**config.mk**
```make
export PLATFORM = sky130hd
export DESIGN_NAME = ccsb_card_ctrl
export DESIGN_NICKNAME = d
export VERILOG_FILES = /design/src/verilog/ccsb_pkg.sv /design/src/verilog/ccsb_etu_if.sv /design/src/verilog/ccsb_etu_gen.sv /design/src/verilog/ccsb_card_ctrl.sv
export VERILOG_INCLUDE_DIRS = /design/src /design/src/verilog
export SDC_FILE = /design/constraint.sdc
export NUM_CORES = 1
export LEC_CHECK = 0
export BUFFER_PORTS_ARGS = -buffer_cell sky130_fd_sc_hd__buf_4
export CORE_MARGIN = 2
export CORE_UTILIZATION = 45
export DETAILED_ROUTE_END_ITERATION = 8
export PLACE_DENSITY = 0.73
export SLEW_MARGIN = 0
export SYNTH_ARGS = -nofsm -noshare
export SYNTH_HDL_FRONTEND = slang
export SYNTH_SLANG_ARGS = --single-unit
export TNS_END_PERCENT = 100
```
**constraint.sdc**
```tcl
create_clock -name sys_clk_in -period 7.2 [get_ports sys_clk_in]
set_clock_uncertainty 0.2 [all_clocks]
set_input_delay 1.44 -clock sys_clk_in [delete_from_list [all_inputs] [get_ports sys_clk_in]]
set_output_delay 1.44 -clock sys_clk_in [all_outputs]
set_load 0.05 [all_outputs]
```
**src/verilog/ccsb_defs.svh**
```systemverilog
// Constants for the card clock, character rate and clock-stop logic.
// Assumes a 10 MHz system clock sampling the terminal-supplied card clock.
`ifndef CCSB_DEFS_SVH
`define CCSB_DEFS_SVH

// System clock period in ns
`define CCSB_SYS_PERIOD_NS   100
// Longest card clock period (1 MHz floor) in ns
`define CCSB_MAX_CLK_NS      1000
// Sys cycles without a card clock edge before the clock counts as stopped
`define CCSB_STOP_CYC        (2 * `CCSB_MAX_CLK_NS / `CCSB_SYS_PERIOD_NS)
`define CCSB_STOP_W          5
// Card clocks per bit during answer-to-reset and by default
`define CCSB_ETU_DEFAULT     12'h174
`define CCSB_DIV_W           12
// Character framing: start, 8 data, parity, then 2 etu guard
`define CCSB_FRAME_BITS      4'ha
`define CCSB_GUARD_END       4'hc
// Receive activity window in etu (one character plus guard)
`define CCSB_RX_ETUS         4'hc
// Status words for normal completion
`define CCSB_SW1_OK          8'h90
`define CCSB_SW2_OK          8'h00
// Frequency requirement flag position in file characteristics byte 1
`define CCSB_FCHAR_FAST_BIT  2
// Synchroniser reset value: all ones, the idle level of the data pin, so no false edge follows reset
`define CCSB_SYNC_IDLE       3'h7

`endif

```
**src/verilog/ccsb_pkg.sv**
```systemverilog
// Types for the card clock and character rate block.
// Constants live in ccsb_defs.svh.
`include "ccsb_defs.svh"

package ccsb_pkg;

    typedef enum logic [1:0] {
        CCSB_TX_IDLE  = 2'b00,
        CCSB_TX_BITS  = 2'b01,
        CCSB_TX_GUARD = 2'b10
    } ccsb_tx_st_t;

    typedef struct packed {
        logic [`CCSB_DIV_W-1:0] cnt;
        logic                   etu;
    } ccsb_etu_state_t;

    typedef struct packed {
        logic [2:0]             clk_sync;
        logic [2:0]             io_sync;
        logic [`CCSB_STOP_W-1:0] stop_cnt;
        logic                   clk_stopped;
        logic [`CCSB_DIV_W-1:0] div;
        ccsb_tx_st_t            tx_st;
        logic [9:0]             frame;
        logic [3:0]             bit_cnt;
        logic                   sleep_pend;
        logic                   sw2_pend;
        logic                   rx_busy;
        logic [3:0]             rx_cnt;
        logic                   io_oe;
        logic                   op_state;
    } ccsb_state_t;

endpackage

```
**src/verilog/ccsb_etu_if.sv**
```systemverilog
// Link between the card controller and its bit-period generator.
// Both ends run on the same system clock.
`timescale 1ns/1ps
`include "ccsb_defs.svh"

interface ccsb_etu_if;
    import ccsb_pkg::*;
    logic                   clk_tick;
    logic                   restart;
    logic [`CCSB_DIV_W-1:0] div;
    logic                   etu_tick;

    modport gen  (input clk_tick, input restart, input div, output etu_tick);
    modport user (output clk_tick, output restart, output div, input etu_tick);
endinterface

```
**src/verilog/ccsb_etu_gen.sv**
```systemverilog
// Bit-period generator: counts card clock edges, pulses once per etu.
// Assumes clk_tick is a one-cycle pulse per card clock rising edge.
`timescale 1ns/1ps
`include "ccsb_defs.svh"

module ccsb_etu_gen
    import ccsb_pkg::*;
(
    // Clock and reset
    input  wire logic sys_clk_in,
    input  wire logic reset_n_in,
    // Rate link
    ccsb_etu_if.gen   etu
);

    ccsb_etu_state_t s_r;
    ccsb_etu_state_t s_nxt;

    // Count card clocks; a stopped clock simply freezes the count
    always_comb begin
        s_nxt     = s_r;
        s_nxt.etu = 1'b0;
        if (etu.restart) begin
            s_nxt.cnt = '0;
        end else if (etu.clk_tick) begin
            if (s_r.cnt >= etu.div - `CCSB_DIV_W'(1)) begin
                s_nxt.cnt = '0;
                s_nxt.etu = 1'b1;
            end else begin
                s_nxt.cnt = s_r.cnt + `CCSB_DIV_W'(1);
            end
        end
    end

    // State register
    always_ff @(posedge sys_clk_in or negedge reset_n_in) begin
        if (!reset_n_in) begin
            s_r <= '0;
        end else begin
            s_r <= s_nxt;
        end
    end

    assign etu.etu_tick = s_r.etu;

endmodule

```
**src/verilog/ccsb_card_ctrl.sv**
```systemverilog
// Card-side clock, activity state and character rate control.
// Assumes the terminal drives card_clk_in and pulls the open-drain data line up.
//
// Notes on behaviour
// - Run only on terminal clock, 1 to 5 MHz
// - Flag fast-clock need in characteristics byte 1
// - Operating while busy or on line, else idle
// - Idle or stopped clock keeps all state
// - Sleep command answered with normal status words
// - Answer-to-reset uses clock divided by 372
// - Keep 372 unless negotiation succeeded
`timescale 1ns/1ps
`include "ccsb_defs.svh"

module ccsb_card_ctrl
    import ccsb_pkg::*;
(
    // Clock and reset
    input  wire logic                   sys_clk_in,
    input  wire logic                   reset_n_in,
    // Card pins
    input  wire logic                   card_clk_in,
    input  wire logic                   io_in,
    output logic                        io_out,
    output logic                        io_oe_out,
    // Card core side
    input  wire logic                   cmd_busy_in,
    input  wire logic                   atr_active_in,
    input  wire logic                   pps_ok_in,
    input  wire logic [`CCSB_DIV_W-1:0] pps_div_in,
    input  wire logic                   needs_fast_clk_in,
    input  wire logic                   sleep_ok_in,
    input  wire logic                   tx_valid_in,
    input  wire logic [7:0]             tx_data_in,
    output logic                        tx_ready_out,
    // Status
    output logic [7:0]                  fchar_byte1_out,
    output logic                        op_state_out,
    output logic                        clk_stopped_out,
    output logic                        rx_busy_out,
    output logic [`CCSB_DIV_W-1:0]      etu_div_out
);

    ccsb_state_t s_r;
    ccsb_state_t s_nxt;
    ccsb_etu_if  etu ();
    logic        clk_edge;
    logic        io_fall;

    // Build a direct-convention frame: start, data LSB first, even parity
    function automatic logic [9:0] mk_frame(input logic [7:0] d);
        mk_frame = {^d, d, 1'b0};
    endfunction

    // Four-bit counter step shared by the bit and window counters
    function automatic logic [3:0] nib_inc(input logic [3:0] v);
        nib_inc = v + 4'h1;
    endfunction

    // Edges seen only after the two-stage synchronisers
    assign clk_edge = s_r.clk_sync[1] & ~s_r.clk_sync[2];
    assign io_fall  = ~s_r.io_sync[1] & s_r.io_sync[2];

    // Status words take the line ahead of user data
    // Combinational, so a request is taken on the edge where it is seen
    assign tx_ready_out = (s_r.tx_st == CCSB_TX_IDLE) && !s_r.sleep_pend
                          && !s_r.sw2_pend && !s_r.rx_busy;

    // Bit-period generator shares the card clock ticks
    // One divisor for both directions, so a rate change applies to both
    assign etu.clk_tick = clk_edge;
    assign etu.div      = s_r.div;

    // Restart the bit timer on every character start; held off in a receive
    // window, else a queued status word would freeze the window count
    always_comb begin
        etu.restart = 1'b0;
        if (s_r.tx_st == CCSB_TX_IDLE && !s_r.rx_busy) begin
            etu.restart = io_fall || tx_valid_in || s_r.sleep_pend || s_r.sw2_pend;
        end
    end

    ccsb_etu_gen u_etu (
        .sys_clk_in (sys_clk_in),
        .reset_n_in (reset_n_in),
        .etu        (etu.gen)
    );

    // Next-state logic for the whole controller
    always_comb begin
        s_nxt = s_r;

        // Pin synchronisers; first stage feeds only the second
        s_nxt.clk_sync = {s_r.clk_sync[1:0], card_clk_in};
        s_nxt.io_sync  = {s_r.io_sync[1:0], io_in};

        // Stop detection only reports; no state is dropped on a stop
        // Threshold is twice the slowest legal card clock period
        if (clk_edge) begin
            s_nxt.stop_cnt    = '0;
            s_nxt.clk_stopped = 1'b0;
        end else if (s_r.stop_cnt >= `CCSB_STOP_W'(`CCSB_STOP_CYC)) begin
            s_nxt.clk_stopped = 1'b1;
        end else begin
            s_nxt.stop_cnt = s_r.stop_cnt + `CCSB_STOP_W'(1);
        end

        // Rate: 372 during answer-to-reset, negotiated only after success
        if (atr_active_in) begin
            s_nxt.div = `CCSB_ETU_DEFAULT;
        end else if (pps_ok_in && pps_div_in != '0) begin
            s_nxt.div = pps_div_in;
        end

        // Sleep acknowledgement request; a new request wins over the clear
        if (sleep_ok_in) begin
            s_nxt.sleep_pend = 1'b1;
        end

        // Character transmitter, open drain: drive only the low bits
        case (s_r.tx_st)
            CCSB_TX_IDLE: begin
                s_nxt.io_oe   = 1'b0;
                s_nxt.bit_cnt = '0;
                if (s_r.rx_busy) begin
                    s_nxt.tx_st = CCSB_TX_IDLE;
                end else if (s_r.sleep_pend) begin
                    s_nxt.frame      = mk_frame(`CCSB_SW1_OK);
                    s_nxt.sleep_pend = sleep_ok_in;
                    s_nxt.sw2_pend   = 1'b1;
                    s_nxt.tx_st      = CCSB_TX_BITS;
                    s_nxt.io_oe      = 1'b1;
                end else if (s_r.sw2_pend) begin
                    s_nxt.frame    = mk_frame(`CCSB_SW2_OK);
                    s_nxt.sw2_pend = 1'b0;
                    s_nxt.tx_st    = CCSB_TX_BITS;
                    s_nxt.io_oe    = 1'b1;
                end else if (tx_valid_in) begin
                    s_nxt.frame = mk_frame(tx_data_in);
                    s_nxt.tx_st = CCSB_TX_BITS;
                    s_nxt.io_oe = 1'b1;
                end
            end
            CCSB_TX_BITS: begin
                if (etu.etu_tick) begin
                    s_nxt.bit_cnt = nib_inc(s_r.bit_cnt);
                    s_nxt.frame   = {1'b1, s_r.frame[9:1]};
                    if (nib_inc(s_r.bit_cnt) >= `CCSB_FRAME_BITS) begin
                        s_nxt.io_oe = 1'b0;
                        s_nxt.tx_st = CCSB_TX_GUARD;
                    end else begin
                        s_nxt.io_oe = ~s_r.frame[1];
                    end
                end
            end
            CCSB_TX_GUARD: begin
                // Line released for the guard time before the next character
                if (etu.etu_tick) begin
                    s_nxt.bit_cnt = nib_inc(s_r.bit_cnt);
                    if (nib_inc(s_r.bit_cnt) >= `CCSB_GUARD_END) begin
                        s_nxt.tx_st = CCSB_TX_IDLE;
                    end
                end
            end
            default: begin
                s_nxt.tx_st = CCSB_TX_IDLE;
                s_nxt.io_oe = 1'b0;
            end
        endcase

        // Receive activity: a start edge opens a one-character window
        // Our own start bits land while sending, so they open no window
        if (s_r.tx_st == CCSB_TX_IDLE && !s_r.rx_busy && io_fall) begin
            s_nxt.rx_busy = 1'b1;
            s_nxt.rx_cnt  = '0;
        end else if (s_r.rx_busy && etu.etu_tick) begin
            s_nxt.rx_cnt = nib_inc(s_r.rx_cnt);
            if (nib_inc(s_r.rx_cnt) >= `CCSB_RX_ETUS) begin
                s_nxt.rx_busy = 1'b0;
            end
        end

        // Operating while executing, sending or receiving; idle otherwise.
        // Taken from the next state so the flag keeps pace with receive, send and pending state; cmd_busy_in shows one cycle later.
        s_nxt.op_state = cmd_busy_in || s_nxt.rx_busy || s_nxt.sleep_pend
                         || s_nxt.sw2_pend || s_nxt.tx_st != CCSB_TX_IDLE;
    end

    // Single state register; async reset loads constants only
    always_ff @(posedge sys_clk_in or negedge reset_n_in) begin
        if (!reset_n_in) begin
            s_r          <= '0;
            s_r.clk_sync <= `CCSB_SYNC_IDLE;
            s_r.io_sync  <= `CCSB_SYNC_IDLE;
            s_r.div      <= `CCSB_ETU_DEFAULT;
        end else begin
            s_r <= s_nxt;
        end
    end

    // Outputs; the line is only ever pulled low
    assign io_out          = 1'b0;
    assign io_oe_out       = s_r.io_oe;
    assign op_state_out    = s_r.op_state;
    assign clk_stopped_out = s_r.clk_stopped;
    assign rx_busy_out     = s_r.rx_busy;
    assign etu_div_out     = s_r.div;

    // Characteristics byte 1 carries only the fast-clock need flag
    always_comb begin
        fchar_byte1_out = 8'h00;
        fchar_byte1_out[`CCSB_FCHAR_FAST_BIT] = needs_fast_clk_in;
    end

endmodule

```
======== Yosys cells after proc, flatten, opt, wreduce, memory -nomap -nowiden ========
Cells that the tools add are included.
cells by class
  add/subtract/negate cells ............... 5
  $lt $le $gt $ge ......................... 5
  equal/unequal tests ..................... 7
  multiplexer cells ....................... 39
  bitwise operators ....................... 6
  reduce and logical (&&, ||, !) cells .... 30
operators with widths
  cell                                                       count
  2-to-1 mux 12 bit                                          7
  case mux 10 bit (2 select lines)                           1
  2-to-1 mux 16 bit                                          1
  2-to-1 mux 5 bit                                           3
  2-to-1 mux 1 bit                                           14
  2-to-1 mux 13 bit                                          1
  adder 12 x 1 -> 12 bit (second input constant)             1
  greater-or-equal comparator 12 bit                         1
  greater-or-equal comparator 4 bit (second input constant)  3
  2-to-1 mux 2 bit                                           6
  case mux 4 bit (3 select lines)                            1
  nonzero test 12 bit                                        1
  nonzero test 2 bit                                         6
  subtractor 12 x 1 -> 12 bit (second input constant)        1
  2-to-1 mux 10 bit                                          1
  adder 4 x 1 -> 4 bit (second input constant)               2
  parity 8 bit                                               1
  logical AND 1 bit                                          7
  logical OR 1 bit                                           7
  2-to-1 mux 6 bit                                           1
  case mux 2 bit (3 select lines)                            1
  adder 5 x 1 -> 5 bit (second input constant)               1
  greater-or-equal comparator 5 bit (second input constant)  1
  2-to-1 mux 4 bit                                           1
  other kinds (14)                                           22
word-level totals
  register bits ........................... 62
  input port bits ......................... 30
  output and inout bits ................... 26
  word-level logic and storage cells ...... 108

======== Longest topological paths before layout ========
  word-level depth ........................ 9
  depth in mapped cells ................... 12
  gate-level depth less buffers ........... 11

======== Hierarchy ========
From an unflattened synthesis, not the netlist that was laid out.
unflattened totals
  cells, all modules ...................... 416
  area total of the unflattened synthesis .. 3803.6 um2
by module, submodules not included
  module          times used  cells an instance  area each (um2)  seq. area each (um2)
  ccsb_card_ctrl  1           270                2567.5           1214.9
  ccsb_etu_gen    1           146                1236.2           325.3

======== Worst setup path before layout ========
OpenSTA, ideal clock, no wires.
  kind .................................... register -> output
  from .................................... reg s_r (netlist bit rx_busy_out)
  to ...................................... out tx_ready_out
  arrival ................................. 1.964 ns
  data required time ...................... 5.560 ns
  slack ................................... 3.596 ns
  stages on the path, launching flop included .. 3
  path buffers ............................ 0
  cells stage by stage .................... dfrtp_1 -> nand2b_1 -> nor3_1
between the ends
  word-level cells in the longest chain between the ends .. 2
RTL lines
  what                      line                   text
  start: declaration        ccsb_card_ctrl.sv:44   ccsb_state_t s_r;
  start signal: assignment  ccsb_card_ctrl.sv:197  s_r <= s_nxt;
  logical NOT 1 bit         ccsb_card_ctrl.sv:67   && !s_r.sw2_pend && !s_r.rx_busy;
  logical AND 1 bit         ccsb_card_ctrl.sv:67
  end: declaration          ccsb_card_ctrl.sv:35   output logic tx_ready_out,
Every way passes these cells.

======== Worst setup path in the final report ========
  from .................................... reg s_r[23] in the netlist's numbering
  to ...................................... out tx_ready_out
between the ends
  word-level cells in the longest chain between the ends .. 4
RTL lines
  what                             line                  text
  logical NOT 2 bit                ccsb_card_ctrl.sv:66  assign tx_ready_out = (s_r.tx_st == CCSB_TX_IDLE) && !s_r.sleep_pend
  logical AND 1 bit                ccsb_card_ctrl.sv:66
  logical AND 1 bit (2 in series)  ccsb_card_ctrl.sv:67
Every way passes these cells.

==> impl_metrics.tcl <==
set metrics [dict create \
    cts_resized 0 \
    wl_um 7380 \
    yosys.area.top_type_share_pct 33.8 \
    synth.distinct_cells 57 \
    critical_path_class "flip-flop to output pin" \
    grt_pass1_vias 2843 \
    ys_seq_area_share_pct 41.7 \
    gp_congestion 0.863 \
    grt_pass1_wl_um 12900 \
    track_usage_pct 18.2 \
    synth_area_per_cell_um2 9.41 \
    finalSetupTns_ns 0 \
    first_pass_iters 4 \
    crit_start "s_r[23]" \
    slew_headroom_pct 34.6 \
    core_um2 8090 \
    synth-edff-count 0 \
    synth_area_leaders "dfrtp_1, dfstp_2, ha_1, nand2_1, xnor2_1" \
    ir_drop_mv 0.134 \
    finalSetupViolations 0 \
    finalCritPeriodShare_pct 46.5 \
    max_freq_mhz 299 \
    max-cap-violations 0 \
    reg2reg_to "u_etu.s_r[12]" \
    worstPathRequired_ns 5.56 \
    hold_violations 0 \
    drv_slew 0 \
    r2r_slack_ns 4.16 \
    syn_area_um2 3700 \
    synth_commonest_cells "nand2_1, dfrtp_1, nor2_1" \
    cp.arrival_ns 1.71 \
    antenna_found_initial 0 \
    num-nets-final 479 \
    vias 2882 \
    endpoint "tx_ready_out" \
    dp_hpwl_um 5410 \
    worstSetupEndpointType "output pin" \
    hold_path.class "flip-flop to flip-flop" \
    drtIter0Drc 146 \
    area_delta_synth_final_pct 13.2 \
    register_area_um2 1540 \
    die_height_um 94.6 \
    vias_per_cell 5.38 \
    cts-root-buf "clkbuf_8" \
    synth_top_area_cell "dfrtp_1" \
    pin_count 56 \
    p_leak_nw 1.84 \
    netlist_instances 393 \
    fill_cells 764 \
    yosys_warnings 0 \
    cts_tree "built" \
    synth-seq-cells 61 \
    die-area_um2 8960 \
    grt_max_degree 62 \
    final_core_util_pct 51.7 \
    clk_path_buf_depth 2 \
    worst_slew_pin_slew_ns 0.979 \
    overflow 0 \
    start_kind "flip-flop" \
    diodes 0 \
    fin_crit_ns 3.35 \
    multi_input_area_um2 1930 \
    rsz0062_at_grt "no" \
    start_util_pct 45.7 \
    clkLatencyLatePin_ns 0.35 \
    r2r_start "etu_div_out[7]" \
    post_cts_buffers 0 \
    cts_buffers 9 \
    crit_fanout 6 \
    hold_buffers 0 \
    yosysMostFrequentCell "nand2_1" \
    place.port_buffers 45 \
    drc 0 \
    numClockSinks 61 \
    p_per_area_nw_per_um2 257 \
    postRouteAntennaNets 0 \
    status "completed" \
    drive_gt1_share_pct 20.6 \
    synthFlopType "dfrtp_1" \
    num_rows 33 \
    die_w_um 94.6 \
    synth-async-reset-ratio_pct 100 \
    wl_per_cell_um 13.8 \
    reg2reg_depth 9 \
    htree_levels 3 \
    clkSlewWorstSetupHoldPaths_ns 0.08 \
]
==> metal layers <==
metal	GRT usage, %	vias up	routed length, um
li1	-	1405	-
met1	21.8	1401	3240
met2	31.6	65	3720
met3	5.51	11	330
met4	5.07	0	91
met5	0	-	0
==> critical path: stages, from the launching register on <==
cell,delay (ns)
dfrtp_1,0.41
inv_1,0.12
ha_1,0.25
nand2b_1,0.18
nor3_1,0.17
buf_4,0.22
==> worst min path at each step <==
stage               from   endpoint  slack, ns  cells past startpoint
6_report       s_nxt[45]    s_r[45]       0.15                      0
5_1_grt        s_nxt[45]    s_r[45]       0.16                      0
4_1_cts        s_nxt[45]    s_r[45]       0.16                      0
3_5_place_dp   s_nxt[47]  s_nxt[48]       0.15                      0
3_3_place_gp   s_nxt[44]  s_nxt[45]       0.15                      0
2_1_floorplan  s_nxt[44]  s_nxt[45]       0.15                      0
==> logic make-up (layout without fill, tap and decap cells) <==
kind of cell,count (synthesis),after routing,synth area share (%)
flip-flops,61,61,41.7
XOR/XNOR,33,33,7.82
AO/OA/AOI/OAI,79,79,14.8
buffers and inverters,44,75,6.94
multiplexers,2,2,0.541
AND/OR/NAND/NOR,150,150,20.4
adder cells (fa/ha/maj),23,23,7.78
other,1,8,0.101
==> power breakdown <==
part / internal (W) / total [W] / switching [W]
Clock: 0.000160 / 0.000308 / 0.000148
Sequential: 0.000397 / 0.000454 / 0.0000574
Combinational: 0.000119 / 0.000314 / 0.000195
==> cell usage in the layout (no fill, tap or decap), types with 2 or more instances in the layout <==
cell type,netlist,layout
xnor2_1,21,21
nor2b_1,5,5
clkbuf_8,0,9
nor4_1,5,5
o21ai_1,4,4
nand3_1,11,11
a211o_1,2,2
o21a_1,2,2
o31ai_2,7,7
mux2i_1,2,2
nor2_2,2,2
a31oi_1,7,7
nor3_1,7,7
conb_1,1,8
buf_4,21,45
ha_1,23,23
nand4b_1,2,2
nand2_1,60,60
clkinvlp_4,0,4
inv_1,14,14
a211oi_1,3,3
and3_1,4,4
nand2b_1,4,4
dfstp_2,11,11
dfrtp_1,50,50
o211ai_1,2,2
nor2_1,28,28
a21o_1,2,2
o31ai_1,3,3
nand3b_1,5,5
nand4_1,3,3
a21oi_1,15,15
a221oi_1,2,2
a22oi_1,8,8
o21ai_0,17,17
xor2_1,12,12
==> per-stage QoR <==
step | setup WS, ns | power [W] | area (um2) | cells | hold WS, ns
2_1_floorplan | 3.60 | 0.000695 | 3720 | 400 | 0.145
3_3_place_gp | 4.12 | 0.000762 | 3990 | 520 | 0.146
3_5_place_dp | 4.12 | 0.000775 | 3990 | 520 | 0.148
4_1_cts | 3.84 | 0.00109 | 4190 | 536 | 0.156
5_1_grt | 3.72 | 0.00115 | 4190 | 536 | 0.159
6_report | 3.85 | 0.00108 | 4190 | 536 | 0.152
==> state kept, by name (all words and copies together), names as in the netlist <==
register            flops
s_r                    28
etu_div_out            12
u_etu.s_r              12
s_nxt                   4
clk_stopped_out         1
io_oe_out               1
op_state_out            1
rx_busy_out             1
u_etu.etu.etu_tick      1
==> area by class of cell <==
type | instances | share of cell area, %
Inverter | 14 | 1.26
Multi-Input combinational cell | 295 | 46.0
Clock buffer | 9 | 2.96
Tap cell | 105 | 3.14
Sequential cell | 61 | 36.8
Timing Repair Buffer | 45 | 8.07
Clock inverter | 7 | 1.76
Note: power is estimated with default switching activity, not from simulation.
